**src/design/cmic_pkg.sv**
```systemverilog
package cmic_pkg;
  localparam logic [7:0] CMIC_MODE_OFS    = 8'h9c;
  localparam logic [7:0] CMIC_MUX_OFS     = 8'h9e;
  localparam logic [7:0] CMIC_FLAG_OFS    = 8'ha0;
  localparam logic [7:0] CMIC_MODE_RESET  = 8'h02;
  localparam logic [7:0] CMIC_MODE_WMASK  = 8'h33;
  localparam logic [7:0] CMIC_MUX_RESET   = 8'h00;
  localparam logic [7:0] CMIC_MUX_WMASK   = 8'h77;
  localparam int         CMIC_RISE_BIT    = 5;
  localparam int         CMIC_FALL_BIT    = 4;
  localparam int         CMIC_FLAG_RISE   = 1;
  localparam int         CMIC_FLAG_FALL   = 0;

  typedef struct packed {
    logic [1:0] unused;
    logic       riseIrqEnable;
    logic       fallIrqEnable;
    logic [1:0] unusedMid;
    logic [1:0] responseMode;
  } cmic_mode_t;

  typedef struct packed {
    logic       riseFlag;
    logic       fallFlag;
  } cmic_flags_t;
endpackage

```
**src/design/cmic_edge_detect.sv**
```systemverilog
`timescale 1ns/1ps
module cmic_edge_detect
  import cmic_pkg::*;
(
  // clock and reset
  input  wire logic sys_clk,
  input  wire logic sys_rst,
  // asynchronous comparator level
  input  wire logic compOut,
  // detected edges, one-cycle pulses
  output logic      risePulse,
  output logic      fallPulse
);
  logic [2:0] syncReg;
  logic [2:0] syncNext;

  always_comb begin
    syncNext = {syncReg[1:0], compOut};
  end

  always_ff @(posedge sys_clk) begin
    if (sys_rst) begin
      syncReg <= 3'h0;
    end else begin
      syncReg <= syncNext;
    end
  end

  // stage 0 feeds only stage 1; edges compare the settled stages
  assign risePulse = syncReg[1] & ~syncReg[2];
  assign fallPulse = ~syncReg[1] & syncReg[2];
endmodule

```
**src/design/cmic_top.sv**
```systemverilog
// Chosen here: the Wishbone register port.
`timescale 1ns/1ps
module cmic_top
  import cmic_pkg::*;
(
  // clock and reset
  input  wire logic       sys_clk,
  input  wire logic       sys_rst,
  // wishbone slave
  input  wire logic       wb_cyc_i,
  input  wire logic       wb_stb_i,
  input  wire logic       wb_we_i,
  input  wire logic [7:0] wb_adr_i,
  input  wire logic [7:0] wb_dat_i,
  input  wire logic       wb_sel_i,
  output logic [7:0]      wb_dat_o,
  output logic            wb_ack_o,
  output logic            wb_err_o,
  // analog comparator side
  input  wire logic       compOut,
  output logic [1:0]      responseMode,
  output logic [2:0]      posInputSel,
  output logic [2:0]      negInputSel,
  // interrupt request
  output logic            compIrq
);
  cmic_mode_t  modeReg;
  cmic_mode_t  modeNext;
  logic [7:0]  muxReg;
  logic [7:0]  muxNext;
  cmic_flags_t flagReg;
  cmic_flags_t flagNext;
  logic        ackReg;
  logic        ackNext;
  logic        errReg;
  logic        errNext;
  logic [7:0]  datReg;
  logic [7:0]  datNext;
  logic        irqReg;
  logic        irqNext;
  logic        risePulse;
  logic        fallPulse;
  logic        req;
  logic        wrEn;

  cmic_edge_detect cmic_edge_detect_inst (
    .sys_clk   (sys_clk),
    .sys_rst   (sys_rst),
    .compOut   (compOut),
    .risePulse (risePulse),
    .fallPulse (fallPulse)
  );

  // ack drops the cycle after it is given; a held request is masked while ack or err is high, then seen again
  assign req  = wb_cyc_i & wb_stb_i & ~ackReg & ~errReg;
  assign wrEn = req & wb_we_i & wb_sel_i;

  always_comb begin
    modeNext = modeReg;
    muxNext  = muxReg;
    flagNext = flagReg;
    ackNext  = 1'b0;
    errNext  = 1'b0;
    datNext  = datReg;
    if (req) begin
      case (wb_adr_i)
        CMIC_MODE_OFS: begin
          ackNext = 1'b1;
          datNext = modeReg & CMIC_MODE_WMASK;
          if (wrEn) begin
            modeNext = wb_dat_i & CMIC_MODE_WMASK;
          end
        end
        CMIC_MUX_OFS: begin
          ackNext = 1'b1;
          datNext = muxReg;
          if (wrEn) begin
            muxNext = wb_dat_i & CMIC_MUX_WMASK;
          end
        end
        CMIC_FLAG_OFS: begin
          ackNext = 1'b1;
          datNext = {6'h00, flagReg};
          // write one to clear
          if (wrEn) begin
            flagNext.riseFlag = flagReg.riseFlag & ~wb_dat_i[CMIC_FLAG_RISE];
            flagNext.fallFlag = flagReg.fallFlag & ~wb_dat_i[CMIC_FLAG_FALL];
          end
        end
        default: begin
          errNext = 1'b1;
          datNext = 8'h00;
        end
      endcase
    end
    // a new edge beats a clear in the same cycle
    if (risePulse) begin
      flagNext.riseFlag = 1'b1;
    end
    if (fallPulse) begin
      flagNext.fallFlag = 1'b1;
    end
    irqNext = (flagReg.riseFlag & modeReg.riseIrqEnable) |
              (flagReg.fallFlag & modeReg.fallIrqEnable);
  end

  always_ff @(posedge sys_clk) begin
    if (sys_rst) begin
      modeReg <= cmic_mode_t'(CMIC_MODE_RESET);
      muxReg  <= CMIC_MUX_RESET;
      flagReg <= '0;
      ackReg  <= 1'b0;
      errReg  <= 1'b0;
      datReg  <= 8'h00;
      irqReg  <= 1'b0;
    end else begin
      modeReg <= modeNext;
      muxReg  <= muxNext;
      flagReg <= flagNext;
      ackReg  <= ackNext;
      errReg  <= errNext;
      datReg  <= datNext;
      irqReg  <= irqNext;
    end
  end

  assign wb_ack_o     = ackReg;
  assign wb_err_o     = errReg;
  assign wb_dat_o     = datReg;
  assign compIrq      = irqReg;
  assign responseMode = modeReg.responseMode;
  assign posInputSel  = muxReg[2:0];
  assign negInputSel  = muxReg[6:4];
endmodule
```
**config.mk**
```make
export PLATFORM = sky130hd
export DESIGN_NAME = cmic_top
export DESIGN_NICKNAME = d
export VERILOG_FILES = /design/src/design/cmic_pkg.sv /design/src/design/cmic_edge_detect.sv /design/src/design/cmic_top.sv
export SDC_FILE = /design/constraint.sdc
export NUM_CORES = 1
export LEC_CHECK = 0
export BUFFER_PORTS_ARGS = -buffer_cell sky130_fd_sc_hd__clkbuf_2
export CAP_MARGIN = 15
export CORE_UTILIZATION = 25
export CTS_BUF_LIST = sky130_fd_sc_hd__clkbuf_2 sky130_fd_sc_hd__clkbuf_4 sky130_fd_sc_hd__clkbuf_8
export CTS_CLUSTER_DIAMETER = 50
export DETAILED_ROUTE_END_ITERATION = 7
export REMOVE_ABC_BUFFERS = 1
export SKIP_CTS_REPAIR_TIMING = 1
export SLEW_MARGIN = 20
export SYNTH_ARGS = -nofsm -noshare
export SYNTH_HDL_FRONTEND = slang
export SYNTH_SLANG_ARGS = --single-unit
```
**constraint.sdc**
```tcl
create_clock -name sys_clk -period 2.2 [get_ports sys_clk]
set_input_delay 0.22 -clock sys_clk [delete_from_list [all_inputs] [get_ports sys_clk]]
set_output_delay 0.22 -clock sys_clk [all_outputs]
set_load 0.05 [all_outputs]
```
## Word level (Yosys, flattened, before mapping)

Cells that the tools add are included.

| word-level totals | value |
|---|---|
| flip-flop bits (word level) | 26 |
| latch bits | 0 |
| RAM bits | 0 |
| ROM bits | 0 |
| bits of input ports | 23 |
| output and inout port bits | 19 |
| word-level logic and storage cells | 53 |
| memories kept | 0 |

| operators by class | value |
|---|---|
| $add $sub $neg | 0 |
| $mul | 0 |
| div/mod/pow operators | 0 |
| magnitude comparators | 0 |
| eq/ne operators | 3 |
| shift-type cells | 0 |
| mux-type cells | 8 |
| bitwise gates (word level) | 19 |
| reductions and logical operators | 12 |

Operator list:

| operator | count |
|---|---|
| 8-bit equality test (second input constant) | 3 |
| 7-bit one-hot mux with 3 select lines | 1 |
| 3-bit AND reduction | 4 |
| 2-bit nonzero test | 6 |
| 1-bit bitwise AND | 11 |
| 1-bit NOT | 7 |
| 2-bit two-way mux | 3 |
| 1-bit two-way mux | 4 |
| 3-bit OR reduction | 1 |
| 2-bit OR reduction | 1 |
| 1-bit OR | 1 |

## Depth between registers and ports, before layout

Gate-level depths: netlist of run 1.

| depth | value |
|---|---|
| depth after elaboration | 9 |
| mapped depth | 4 |
| gate-level depth less buffers | 3 |

## Modules after synthesis

Synthesis of run 1 repeated with hierarchy kept, for this count alone.

| unflattened totals | value |
|---|---|
| cells, all modules | 108 |
| area total of the unflattened synthesis | 1053.5 sq um |

Modules (own cells, without submodules):

| module | instances | cells each | area an instance (sq um) | seq. area each (sq um) |
|---|---|---|---|---|
| cmic_top | 1 | 100 | 962.2 | 420.4 |
| cmic_edge_detect | 1 | 8 | 91.3 | 60.1 |

## Least setup slack after synthesis of run 1

No wires, ideal clock.

| timing path | value |
|---|---|
| kind | flip-flop to flip-flop |
| start point | reg errReg, in the netlist wb_err_o |
| end point | reg datReg[2], in the netlist wb_dat_o[2] |
| data arrival time | 1.680 ns |
| data required time | 2.129 ns |
| slack | 0.449 ns |
| stages on the path, launching flop included | 5 |
| period minus slack after synthesis | 1.751 ns |
| cells stage by stage | dfxtp_1 > nand4bb_1 > clkbuf_1 > or4_1 > a21oi_1 |

| on the way | value |
|---|---|
| cells in the longest elaborated chain, start to end | 2 |

Ends and longest elaborated chain:

| element | line | text |
|---|---|---|
| from (decl) | cmic_top.sv:35 | `logic errReg;` |
| from (signal assigned) | cmic_top.sv:121 | `errReg <= errNext;` |
| 1-bit NOT | cmic_top.sv:55 | `assign req = wb_cyc_i & wb_stb_i & ~ackReg & ~errReg;` |
| 1-bit bitwise AND | cmic_top.sv:55 |  |
| to (signal assigned) | cmic_top.sv:122 | `datReg <= datNext;` |
| to (decl) | cmic_top.sv:37 | `logic [7:0] datReg;` |

No other way between the ends.
A chain may end at the register's enable or synchronous reset.

## Final worst setup path of run 1

| timing path | value |
|---|---|
| start point | reg errReg, in the netlist wb_err_o |
| end point | reg datReg[6], in the netlist wb_dat_o[6] |

Same word-level chain as after synthesis.

==> results.md, run 1 <==
- Outcome: complete, no violations
- Worst reg-to-reg path cell count: 4
- Slew margin rel.: 65.4%
- Distinct cells, synth: 32
- Die Y: just under 70 µm
- Final Hold Viols: 0
- CP Data Arrival Time: 1.92 ns
- Post-Syn Instances: ~120
- WL/cell: 11.8 µm
- Clk Tree Root Cell: clkbuf_8
- Endpoint class of the critical path: register
- EDFF count, synth: 0
- Crit start category: register
- RSZ-0062 raised after global routing: no
- Synth top area share: between 40% and 50%
- Clk_lat worst skew: around 0.27 ns
- Top Ports: between 40 and 50
- DP Wirelength: 1890 µm
- Combinational Power Share: about a tenth
- Area of the die: about 4800 µm²
- Core region area: 4350 µm²
- Starting Density: a little over a quarter
- Setup TNS: 0 ns
- TritonCTS clock tree: done
- Crit-path max FO: 7
- R2R Path Start: wb_err_o
- Setup crit start: wb_err_o
- R2R Path End: wb_dat_o[6]
- Final min period: between 1.5 and 2 ns
- Initial antenna violation count: 0
- Layout area overhead: 24.2%
- GP Congestion: between 0.7 and 0.8
- Async S/R FF share, synth: 0%
- Largest net degree at the start of global routing: 34
- Layout cells sized above 1: about a third
- VDD IR max: approximately 0.00032 V
- WP data required: 2.40 ns
- # Max-Cap Violations: 0
- Final-report setup violation count: 0
- GRT Util Overall: between 10 and 15%
- Internal: about 0.63 mW
- Clock share of power: between 30% and 40%
- Yosys warns: 0
- Bufs on Longest Clock Path: 2
- Grt ovf: 0
- CTS Sinks: 24
- Critical setup path kind: register to register
- First-pass GRT wire length: 4020 µm
- Routed via count: ~950
- Number of global-route vias before repair: a little under 900
- Layout net count: roughly 180
- Post-synth top flop: dfxtp_1
- DR iter-0 viols: 28
- Routed Antenna Nets: 0
- Crit path to: wb_dat_o[6]
- Sequential area share after synthesis: a little over two fifths
- Area leader, netlist: dfxtp_1
- Synth top area cells: dfxtp_1, nand2b_1, mux2i_1
- Syn avg cell area: ~9.6 µm²
- Net Sw Frac: between 20% and 30%
- HP Class: primary input to register
- FMAX: a little under 600 MHz
- FF-to-FF setup slack: ~0.48 ns
- Post-synth top cells: dfxtp_1, nand2b_1, mux2i_1
- # DRC: 0
- Pwr/cell area: between 500 and 600 nW/µm²
- Row cnt: 24
- Slew Limit Fails: 0
- Routed WL: about 2400 µm
- Flops & latches, synth: 24
- CTS Buf Count: 3
- Net Switching: ~0.19 mW
- Clock transition at path regs: 0.09 ns
- Pleak: ~0.56 nW
- Die W: 69.3 µm
- Port Buffers: 37
- Mapped cell area: around 1100 µm²
- Non-Filler Instances: between 200 and 250
- Slew @ Worst Pin: 0.518 ns
- Routed vias/inst: 4.65
- Dpl cells: 200
- Period Utilization, post-route: about 78%
- CTS H-tree lvls: 1
- Seq pwr share: 53.7%
- Antenna fix cells: 0
- Drt first pass iters: 4
- Cell with the most instances after synthesis: dfxtp_1
- Skew final: 0.00526 ns
logic make-up after synthesis:
group	share of synthesized area, %
buffers and inverters	5.08
flip-flops	42.4
multiplexers	12.8
AO/OA/AOI/OAI	8.83
other	0.331
AND/OR/NAND/NOR	30.6
through the flow:
step	area, µm²	hold WS [ns]	worst slack (ns)	power [mW]	util (%)
floorplan	1080	0.289	0.348	0.491	-
detailed placement	1350	0.428	0.483	0.533	31.1
finish	1410	0.161	0.483	0.822	32.3
CTS	1410	0.157	0.457	0.828	32.3
global route	1410	0.152	0.369	0.861	32.3
global placement	1350	0.418	0.469	0.532	31.1
power by group through the flow:
stage	sequential (mW)	clock [mW]	combinational (mW)
final	0.441	0.300	0.0805
after floorplan	0.454	0	0.0368
after detailed placement	0.451	0	0.0812
after global placement	0.451	0	0.0810
after CTS	0.441	0.305	0.0813
after global routing	0.442	0.330	0.0885
worst max-delay path, cell delays in order (launching register included):
cell,delay (ns)
dfxtp_1,0.32
nand4bb_1,0.39
buf_4,0.28
or4_1,0.51
a21oi_1,0.15
registers in the layout, indices dropped and copies added (netlist names):
signal / count
flagReg: 2
cmic_edge_detect_inst.syncReg: 3
wb_err_o: 1
modeReg: 2
responseMode: 2
compIrq: 1
wb_dat_o: 6
wb_ack_o: 1
muxReg: 6
cell type report:
class,count,area (µm²)
Fill cell,458,2950
Multi-Input combinational cell,84,599
Tap cell,52,65.1
Timing Repair Buffer,40,208
Sequential cell,24,480
Clock buffer,4,55.1
how the worst min path moves through the flow:
stage,startpoint,end,slack [ns],cells past startpoint
after CTS,compOut,cmic_edge_detect_inst.syncReg[0],0.16,2
after global routing,compOut,cmic_edge_detect_inst.syncReg[0],0.15,2
after global placement,cmic_edge_detect_inst.syncReg[0],cmic_edge_detect_inst.syncReg[1],0.42,1
final,compOut,cmic_edge_detect_inst.syncReg[0],0.16,2
after floorplan,sys_rst,flagReg[0],0.29,1
after detailed placement,cmic_edge_detect_inst.syncReg[0],cmic_edge_detect_inst.syncReg[1],0.43,1
routing by layer:
| metal | up-vias | track usage [%] | share of wire (%) |
|---|---|---|---|
| met4 | 0 | 5.44 | 2.1 |
| met2 | 26 | 15.3 | 45 |
| met3 | 5 | 1.74 | 3.3 |
| met1 | 431 | 14.4 | 50 |
| met5 | - | 0 | 0 |
| li1 | 487 | - | - |
cell usage in the layout, fill, tap and decap left out, types with 3 or more instances in the layout:
| master | Yosys | final |
|---|---|---|
| a21oi_1 | 7 | 7 |
| buf_4 | 4 | 3 |
| clkbuf_2 | 0 | 37 |
| clkbuf_8 | 0 | 4 |
| dfxtp_1 | 24 | 24 |
| mux2_2 | 4 | 4 |
| mux2i_1 | 10 | 10 |
| nand2_1 | 7 | 7 |
| nand2b_1 | 17 | 17 |
| nand4_1 | 5 | 5 |
| nor2_1 | 4 | 4 |
| nor2b_1 | 3 | 3 |
| or4_1 | 3 | 3 |
No activity file was read; power rests on OpenSTA's default activity.
==> inputs of run 2 (changes only) <==
--- a/config.mk
+++ b/config.mk
@@ -5,6 +5,7 @@
 export SDC_FILE = /design/constraint.sdc
 export NUM_CORES = 1
 export LEC_CHECK = 0
+export ABC_AREA = 1
 export BUFFER_PORTS_ARGS = -buffer_cell sky130_fd_sc_hd__clkbuf_2
 export CAP_MARGIN = 15
 export CORE_UTILIZATION = 25
==> constraint.sdc (replaced) <==
create_clock -name sys_clk -period 1.65 [get_ports sys_clk]
set_input_delay 0.165 -clock sys_clk [delete_from_list [all_inputs] [get_ports sys_clk]]
set_output_delay 0.165 -clock sys_clk [all_outputs]
set_load 0.05 [all_outputs]
==> run 2 against run 1 <==
Combinational power rose by 48%. Core utilization up 0.32 points. Die area up 0.12%. Final area rose by 0.98%. Fmax rose by 38%. Via count is 10% higher. Global-route usage is 0.17 points higher. Largest cell class unchanged. Setup slack got worse by 0.076 ns. Critical path depth grew 2. Flip-flop and latch count unchanged.
==> results.md, run 2 <==
- Pleak: 0.714 nW (was 0.565 nW)
- Commonest non-fill, non-tap cell in the layout: clkbuf_2 (unchanged)
- Synth top area cells: dfxtp_1, nor2_1, nand3_1 (was dfxtp_1, nand2b_1, mux2i_1)
- First-pass GRT wire length: 4200 µm (was 4020 µm)
- Layout cells sized above 1: 28.1% (was 32.2%)
- Grt ovf: 0 (unchanged)
- Routed Antenna Nets: 0 (unchanged)
- DR iter-0 viols: 60 (was 28)
- Flops & latches, synth: 24 (unchanged)
- Cell with the most instances after synthesis: nor2_1 (was dfxtp_1)
- Most frequent cells in the layout: clkbuf_2, nor2_1, nand2_1 (was clkbuf_2, dfxtp_1, nand2b_1)
- Drt first pass iters: 4 (unchanged)
- Critical setup path kind: register to register (unchanged)
- Overall power: 1.22 mW (was 0.822 mW)
- Clock transition at path regs: 0.09 ns (about the same)
- Pwr/cell area: 856 nW/µm² (was 584 nW/µm²)
- Port Buffers: 37 (unchanged)
- Skew final: 0.00898 ns (was 0.00526 ns)
- Antenna fix cells: 0 (unchanged)
- Final min period: 1.24 ns (was 1.72 ns)
- Synth top area share: 42.3% (was 42.4%)
- Post-synth top cells: nor2_1, nand2_1, dfxtp_1 (was dfxtp_1, nand2b_1, mux2i_1)
- CTS Sinks: 24 (unchanged)
- Routed vias/inst: 4.22 (was 4.65)
- Period Utilization, post-route: 75.3% (was 78.0%)
- Bufs on Longest Clock Path: 2 (unchanged)
- Mapped cell area: 1130 µm² (about the same)
- Largest net degree at the start of global routing: 18 (was 34)
- Syn avg cell area: 7.09 µm² (was 9.61 µm²)
- DP Wirelength: 1940 µm (was 1890 µm)
- WL/cell: 9.56 µm (was 11.8 µm)
- Post-Syn Instances: 160 (was 118)
- Final Util: 32.6% (was 32.3%)
- GRT Util Overall: 10.6% (was 10.4%)
- Pre-CTS setup slack: 0.396 ns (was 0.483 ns)
- Die Y: 69.4 µm (was 69.3 µm)
- Routed WL: 2370 µm (was 2400 µm)
- CTS Buf Count: 3 (unchanged)
- CP peak stage delay: 0.32 ns (was 0.51 ns)
- HP Class: primary input to register (unchanged)
- Starting Density: 26.1% (was 26.0%)
- GP Congestion: 0.820 (was 0.745)
- Clk_lat worst skew: 0.26 ns (was 0.27 ns)
- Initial antenna violation count: 0 (unchanged)
- Die W: 69.4 µm (was 69.3 µm)
- Final-report setup violation count: 0 (unchanged)
- Top Ports: 42 (unchanged)
- Clk Tree Root Cell: clkbuf_8 (unchanged)
- Post-synth top flop: dfxtp_1 (unchanged)
- WP data required: 1.82 ns (was 2.40 ns)
- Sequential area share after synthesis: 42.3% (was 42.4%)
- Row cnt: 24 (unchanged)
- Final Hold Viols: 0 (unchanged)
- TritonCTS clock tree: done (unchanged)
- CP Data Arrival Time: 1.41 ns (was 1.92 ns)
- FMAX: 805 MHz (was 583 MHz)
- Crit start category: register (unchanged)
- Async S/R FF share, synth: 0% (unchanged)
- Crit path cell chain: nor2_1 > nand2_2 > nor2_4 > nand3_2 > o21ai_0 > nor2_1 (was nand4bb_1 > buf_4 > or4_1 > a21oi_1)
- Final WS setup: 0.408 ns (was 0.483 ns)
- Yosys warns: 0 (unchanged)
- Slew Limit Fails: 0 (unchanged)
- VDD IR max: 0.000406 V (was 0.000319 V)
- # Max-Cap Violations: 0 (unchanged)
- Endpoint class of the critical path: register (unchanged)
- Layout net count: 220 (was 176)
- Distinct cells, synth: 22 (was 32)
- RSZ-0062 raised after global routing: no (unchanged)
- Routed via count: 1046 (was 949)
- CTS H-tree lvls: 1 (unchanged)
- Number of global-route vias before repair: 1020 (was 873)
- Area of the die: 4810 µm² (about the same)
- Setup TNS: 0 ns (unchanged)
- Layout area overhead: 25.2% (was 24.2%)
- Critical-path top delay cell: dfxtp_1 (was or4_1)
- Non-Filler Instances: 248 (was 204)
- Dpl cells: 244 (was 200)
- Core region area: 4350 µm² (unchanged)
- Outcome: complete, no violations (unchanged)
- Crit-path max FO: 9 (was 7)
- # DRC: 0 (unchanged)
- CP dominant cell by count: nor2_1
- Area leader, netlist: dfxtp_1 (unchanged)
- EDFF count, synth: 0 (unchanged)
-- run 2: cell count changes after synthesis, moves of 3 or more --
| cell | delta |
|---|---|
| nor2b_1 | -3 |
| mux2i_1 | -10 |
| o21ai_0 | +12 |
| nand3_1 | +20 |
| mux2_2 | -4 |
| inv_1 | +18 |
| nand2_1 | +20 |
| nor2_1 | +26 |
| or4_1 | -3 |
| nand2b_1 | -17 |
| clkbuf_1 | -5 |
| a21oi_1 | -3 |
| nand2_2 | +5 |
| nand4_1 | -5 |
-- run 2: where the power goes --
group	internal [mW]	switching [mW]	leakage, nW
Combinational	0.0365	0.0826	0.484
Clock	0.324	0.181	0.0357
Sequential	0.588	0.00444	0.194
Total	0.948	0.268	0.714
-- run 2: area by class of cell --
class	instances	area (µm²)
Timing Repair Buffer	37	185
Multi-Input combinational cell	111	544
Clock inverter	1	30.0
Sequential cell	24	480
Inverter	20	75.1
Clock buffer	3	41.3
Fill cell	471	2930
Tap cell	52	65.1
-- run 2: final timing paths --
check                                                 startpoint                                to  slack [ns]  depth (start not counted)
worst max-delay path                                    wb_ack_o                   responseMode[0]        0.41                          6
worst max register to register                          wb_ack_o                   responseMode[0]        0.41                          6
worst min-delay path                                     compOut  cmic_edge_detect_inst.syncReg[0]        0.09                          3
worst min register to register  cmic_edge_detect_inst.syncReg[0]  cmic_edge_detect_inst.syncReg[1]        0.41                          2
-- run 2: cells by family (layout without fill, tap and decap cells) --
family	count (synthesis)	in the layout	synth area share, %
simple gates	92	92	39.8
buf+inv	26	61	10.0
flops	24	24	42.3
compound gates	17	17	7.50
other cells	1	2	0.330
-- run 2: metal layers --
layer / GRT usage (%) / vias to the layer above / wire length [µm]
li1: - / 572 / -
met1: 12.0 / 450 / 1080
met2: 19.8 / 22 / 1180
met3: 2.47 / 2 / 88
met4: 2.04 / 0 / 20
met5: 0 / - / 0
-- run 2: critical path: cells and delay by family, from the launching register on --
kind / cells / cell delay [ns]
AO/OA/AOI/OAI: 1 / 0.17
flip-flops: 1 / 0.32
AND/OR/NAND/NOR: 5 / 0.66
-- run 2: per-stage QoR --
stage               hold WS, ns  instance area, µm²
floorplan                 0.234                1100
CTS                      0.0837                1420
finish                   0.0878                1420
global placement          0.362                1350
detailed placement        0.364                1350
global route              0.107                1420
==> inputs of run 3 (changes only) <==
==> constraint.sdc (replaced) <==
create_clock -name sys_clk -period 1.3 [get_ports sys_clk]
set_input_delay 0.13 -clock sys_clk [delete_from_list [all_inputs] [get_ports sys_clk]]
set_output_delay 0.13 -clock sys_clk [all_outputs]
set_load 0.05 [all_outputs]
==> run 3 against run 2 <==
Highest routed layer unchanged. Non-clock buffer count grew 4. Final cell count grew 1.6%. Hold slack lost 0.045 ns. Count of clock-buffer cells in the layout is the same. Core utilization grew 0.69 points. Register-to-register slack lost 0.28 ns. Global-route usage grew 0.40 points. Total power grew 28%. Die area is the same. Fmax grew 5.7%.
==> results.md, run 3 (synthesis gave the netlist of run 2 again) <==
- # Max-Cap Violations: 0 (unchanged)
- Layout area overhead: 27.9% (was 25.2%)
- Final-report setup violation count: 0 (unchanged)
- Met3 global-route usage: 1.31% (was 2.47%)
- Commonest non-fill, non-tap cell in the layout: clkbuf_2 (unchanged)
- GR peak layer: met2 (unchanged)
- Setup TNS: 0 ns (unchanged)
- Drt first pass iters: 4 (unchanged)
- CP dominant cell by count: nor2_1 (unchanged)
- Final min period: 1.17 ns (was 1.24 ns)
- M1 GR Usage: 12.8% (was 12.0%)
- Routed Antenna Nets: 0 (unchanged)
- Row cnt: 24 (unchanged)
- Area of the die: 4810 µm² (unchanged)
- Period Utilization, post-route: 90.4% (was 75.3%)
- Bufs on Longest Clock Path: 2 (unchanged)
- Fill count: 489 (was 471)
- # DRC: 0 (unchanged)
- GRT Util Overall: 11.0% (was 10.6%)
- CTS H-tree lvls: 1 (unchanged)
- RSZ-0062 raised after global routing: yes (was no)
- Pleak: 0.734 nW (was 0.714 nW)
- Clk Tree Root Cell: clkbuf_8 (unchanged)
- HP Class: primary input to register (unchanged)
- DP Wirelength: 2060 µm (was 1940 µm)
- FMAX: 851 MHz (was 805 MHz)
- Pwr/cell area: 1080 nW/µm² (was 856 nW/µm²)
- Most frequent cells in the layout: clkbuf_2, nor2_1, nand2_1 (unchanged)
- Crit path cell chain: nor2_1 > nand2_2 > nor2_4 > nand3_2 > o21ai_0 > nor2_1 (unchanged)
- Slew Limit Fails: 0 (unchanged)
- Antenna fix cells: 0 (unchanged)
- Crit-path max FO: 5 (was 9)
- Core region area: 4350 µm² (unchanged)
- Endpoint class of the critical path: register (unchanged)
- Number of global-route vias before repair: 991 (was 1020)
- VDD IR max: 0.000364 V (was 0.000406 V)
- Skew final: 0.000961 ns (was 0.00898 ns)
- Routed vias/inst: 4.23 (was 4.22)
- Crit start category: register (unchanged)
- TritonCTS clock tree: done (unchanged)
- WL/cell: 9.91 µm (was 9.56 µm)
- Non-Filler Instances: 252 (was 248)
- Grt ovf: 0 (unchanged)
- Routed WL: 2500 µm (was 2370 µm)
- Top Ports: 42 (unchanged)
- Routing usage on met2: 19.6% (was 19.8%)
- Die Y: 69.4 µm (unchanged)
- CTS Buf Count: 3 (unchanged)
- Starting Density: 26.1% (unchanged)
- Routed via count: 1066 (was 1046)
- WP data required: 1.47 ns (was 1.82 ns)
- Layout net count: 224 (was 220)
- CP peak stage delay: 0.31 ns (was 0.32 ns)
- First-pass GRT wire length: 4200 µm (about the same)
- Critical-path top delay cell: dfxtp_1 (unchanged)
- Area of the multi-input gates: 544 µm² (unchanged)
- Die W: 69.4 µm (unchanged)
- Critical setup path kind: register to register (unchanged)
- CTS Sinks: 24 (unchanged)
- Clock transition at path regs: 0.08 ns (was 0.09 ns)
- Outcome: complete, no violations (unchanged)
- Largest net degree at the start of global routing: 15 (was 18)
- Port Buffers: 37 (unchanged)
- Initial antenna violation count: 0 (unchanged)
- Clk_lat worst skew: 0.27 ns (was 0.26 ns)
- Final Hold Viols: 0 (unchanged)
- Layout cells sized above 1: 29.5% (was 28.1%)
- Dpl cells: 248 (was 244)
- DR iter-0 viols: 35 (was 60)
- GP Congestion: 0.869 (was 0.820)
- CP Data Arrival Time: 1.34 ns (was 1.41 ns)
- FF+latch area: 480 µm² (unchanged)
[run 3: cell type report]
type / instances / share of cell area (%)
clock buffers: 3 / 2.84
clock inverters: 1 / 2.07
inverters: 20 / 5.17
multi-input cells: 111 / 37.5
flip-flops and latches: 24 / 33.1
well taps: 52 / 4.48
repair buffers: 41 / 14.8
[run 3: worst paths after layout]
path / cells after the start / start / end / slack [ns]
hold / removal: 3 / compOut / cmic_edge_detect_inst.syncReg[0] / 0.04
setup / recovery: 6 / wb_ack_o / responseMode[0] / 0.13
setup reg to reg: 6 / wb_ack_o / responseMode[0] / 0.13
hold reg to reg: 2 / cmic_edge_detect_inst.syncReg[0] / cmic_edge_detect_inst.syncReg[1] / 0.40
[run 3: metrics by stage]
stage	power (mW)	hold WS [ns]	cell area (µm²)	util, %	setup slack (ns)
after CTS	1.58	0.0382	1450	33.3	0.0926
after detailed placement	0.931	0.329	1380	31.7	0.111
after global placement	0.929	0.326	1380	31.7	0.130
after floorplan	0.864	0.199	1100	-	-0.115
final	1.56	0.0424	1450	33.3	0.125
after global routing	1.63	0.0524	1450	33.3	-0.0221
[run 3: worst max-delay path, delay by kind of cell (launching register included)]
kind,cells,cell delay [ns]
simple gates,5,0.58
compound gates,1,0.18
flops,1,0.31
[run 3: routing by layer]
metal	wire, µm	vias to the layer above
met5	0	-
met4	21	0
met3	86	2
met2	1280	28
met1	1110	459
li1	-	577
[run 3: power by group]
group / total, mW / switching, mW / internal (mW)
Sequential: 0.751 / 0.00518 / 0.746
Combinational: 0.161 / 0.107 / 0.0535
Clock: 0.650 / 0.238 / 0.412
Total: 1.56 / 0.351 / 1.21
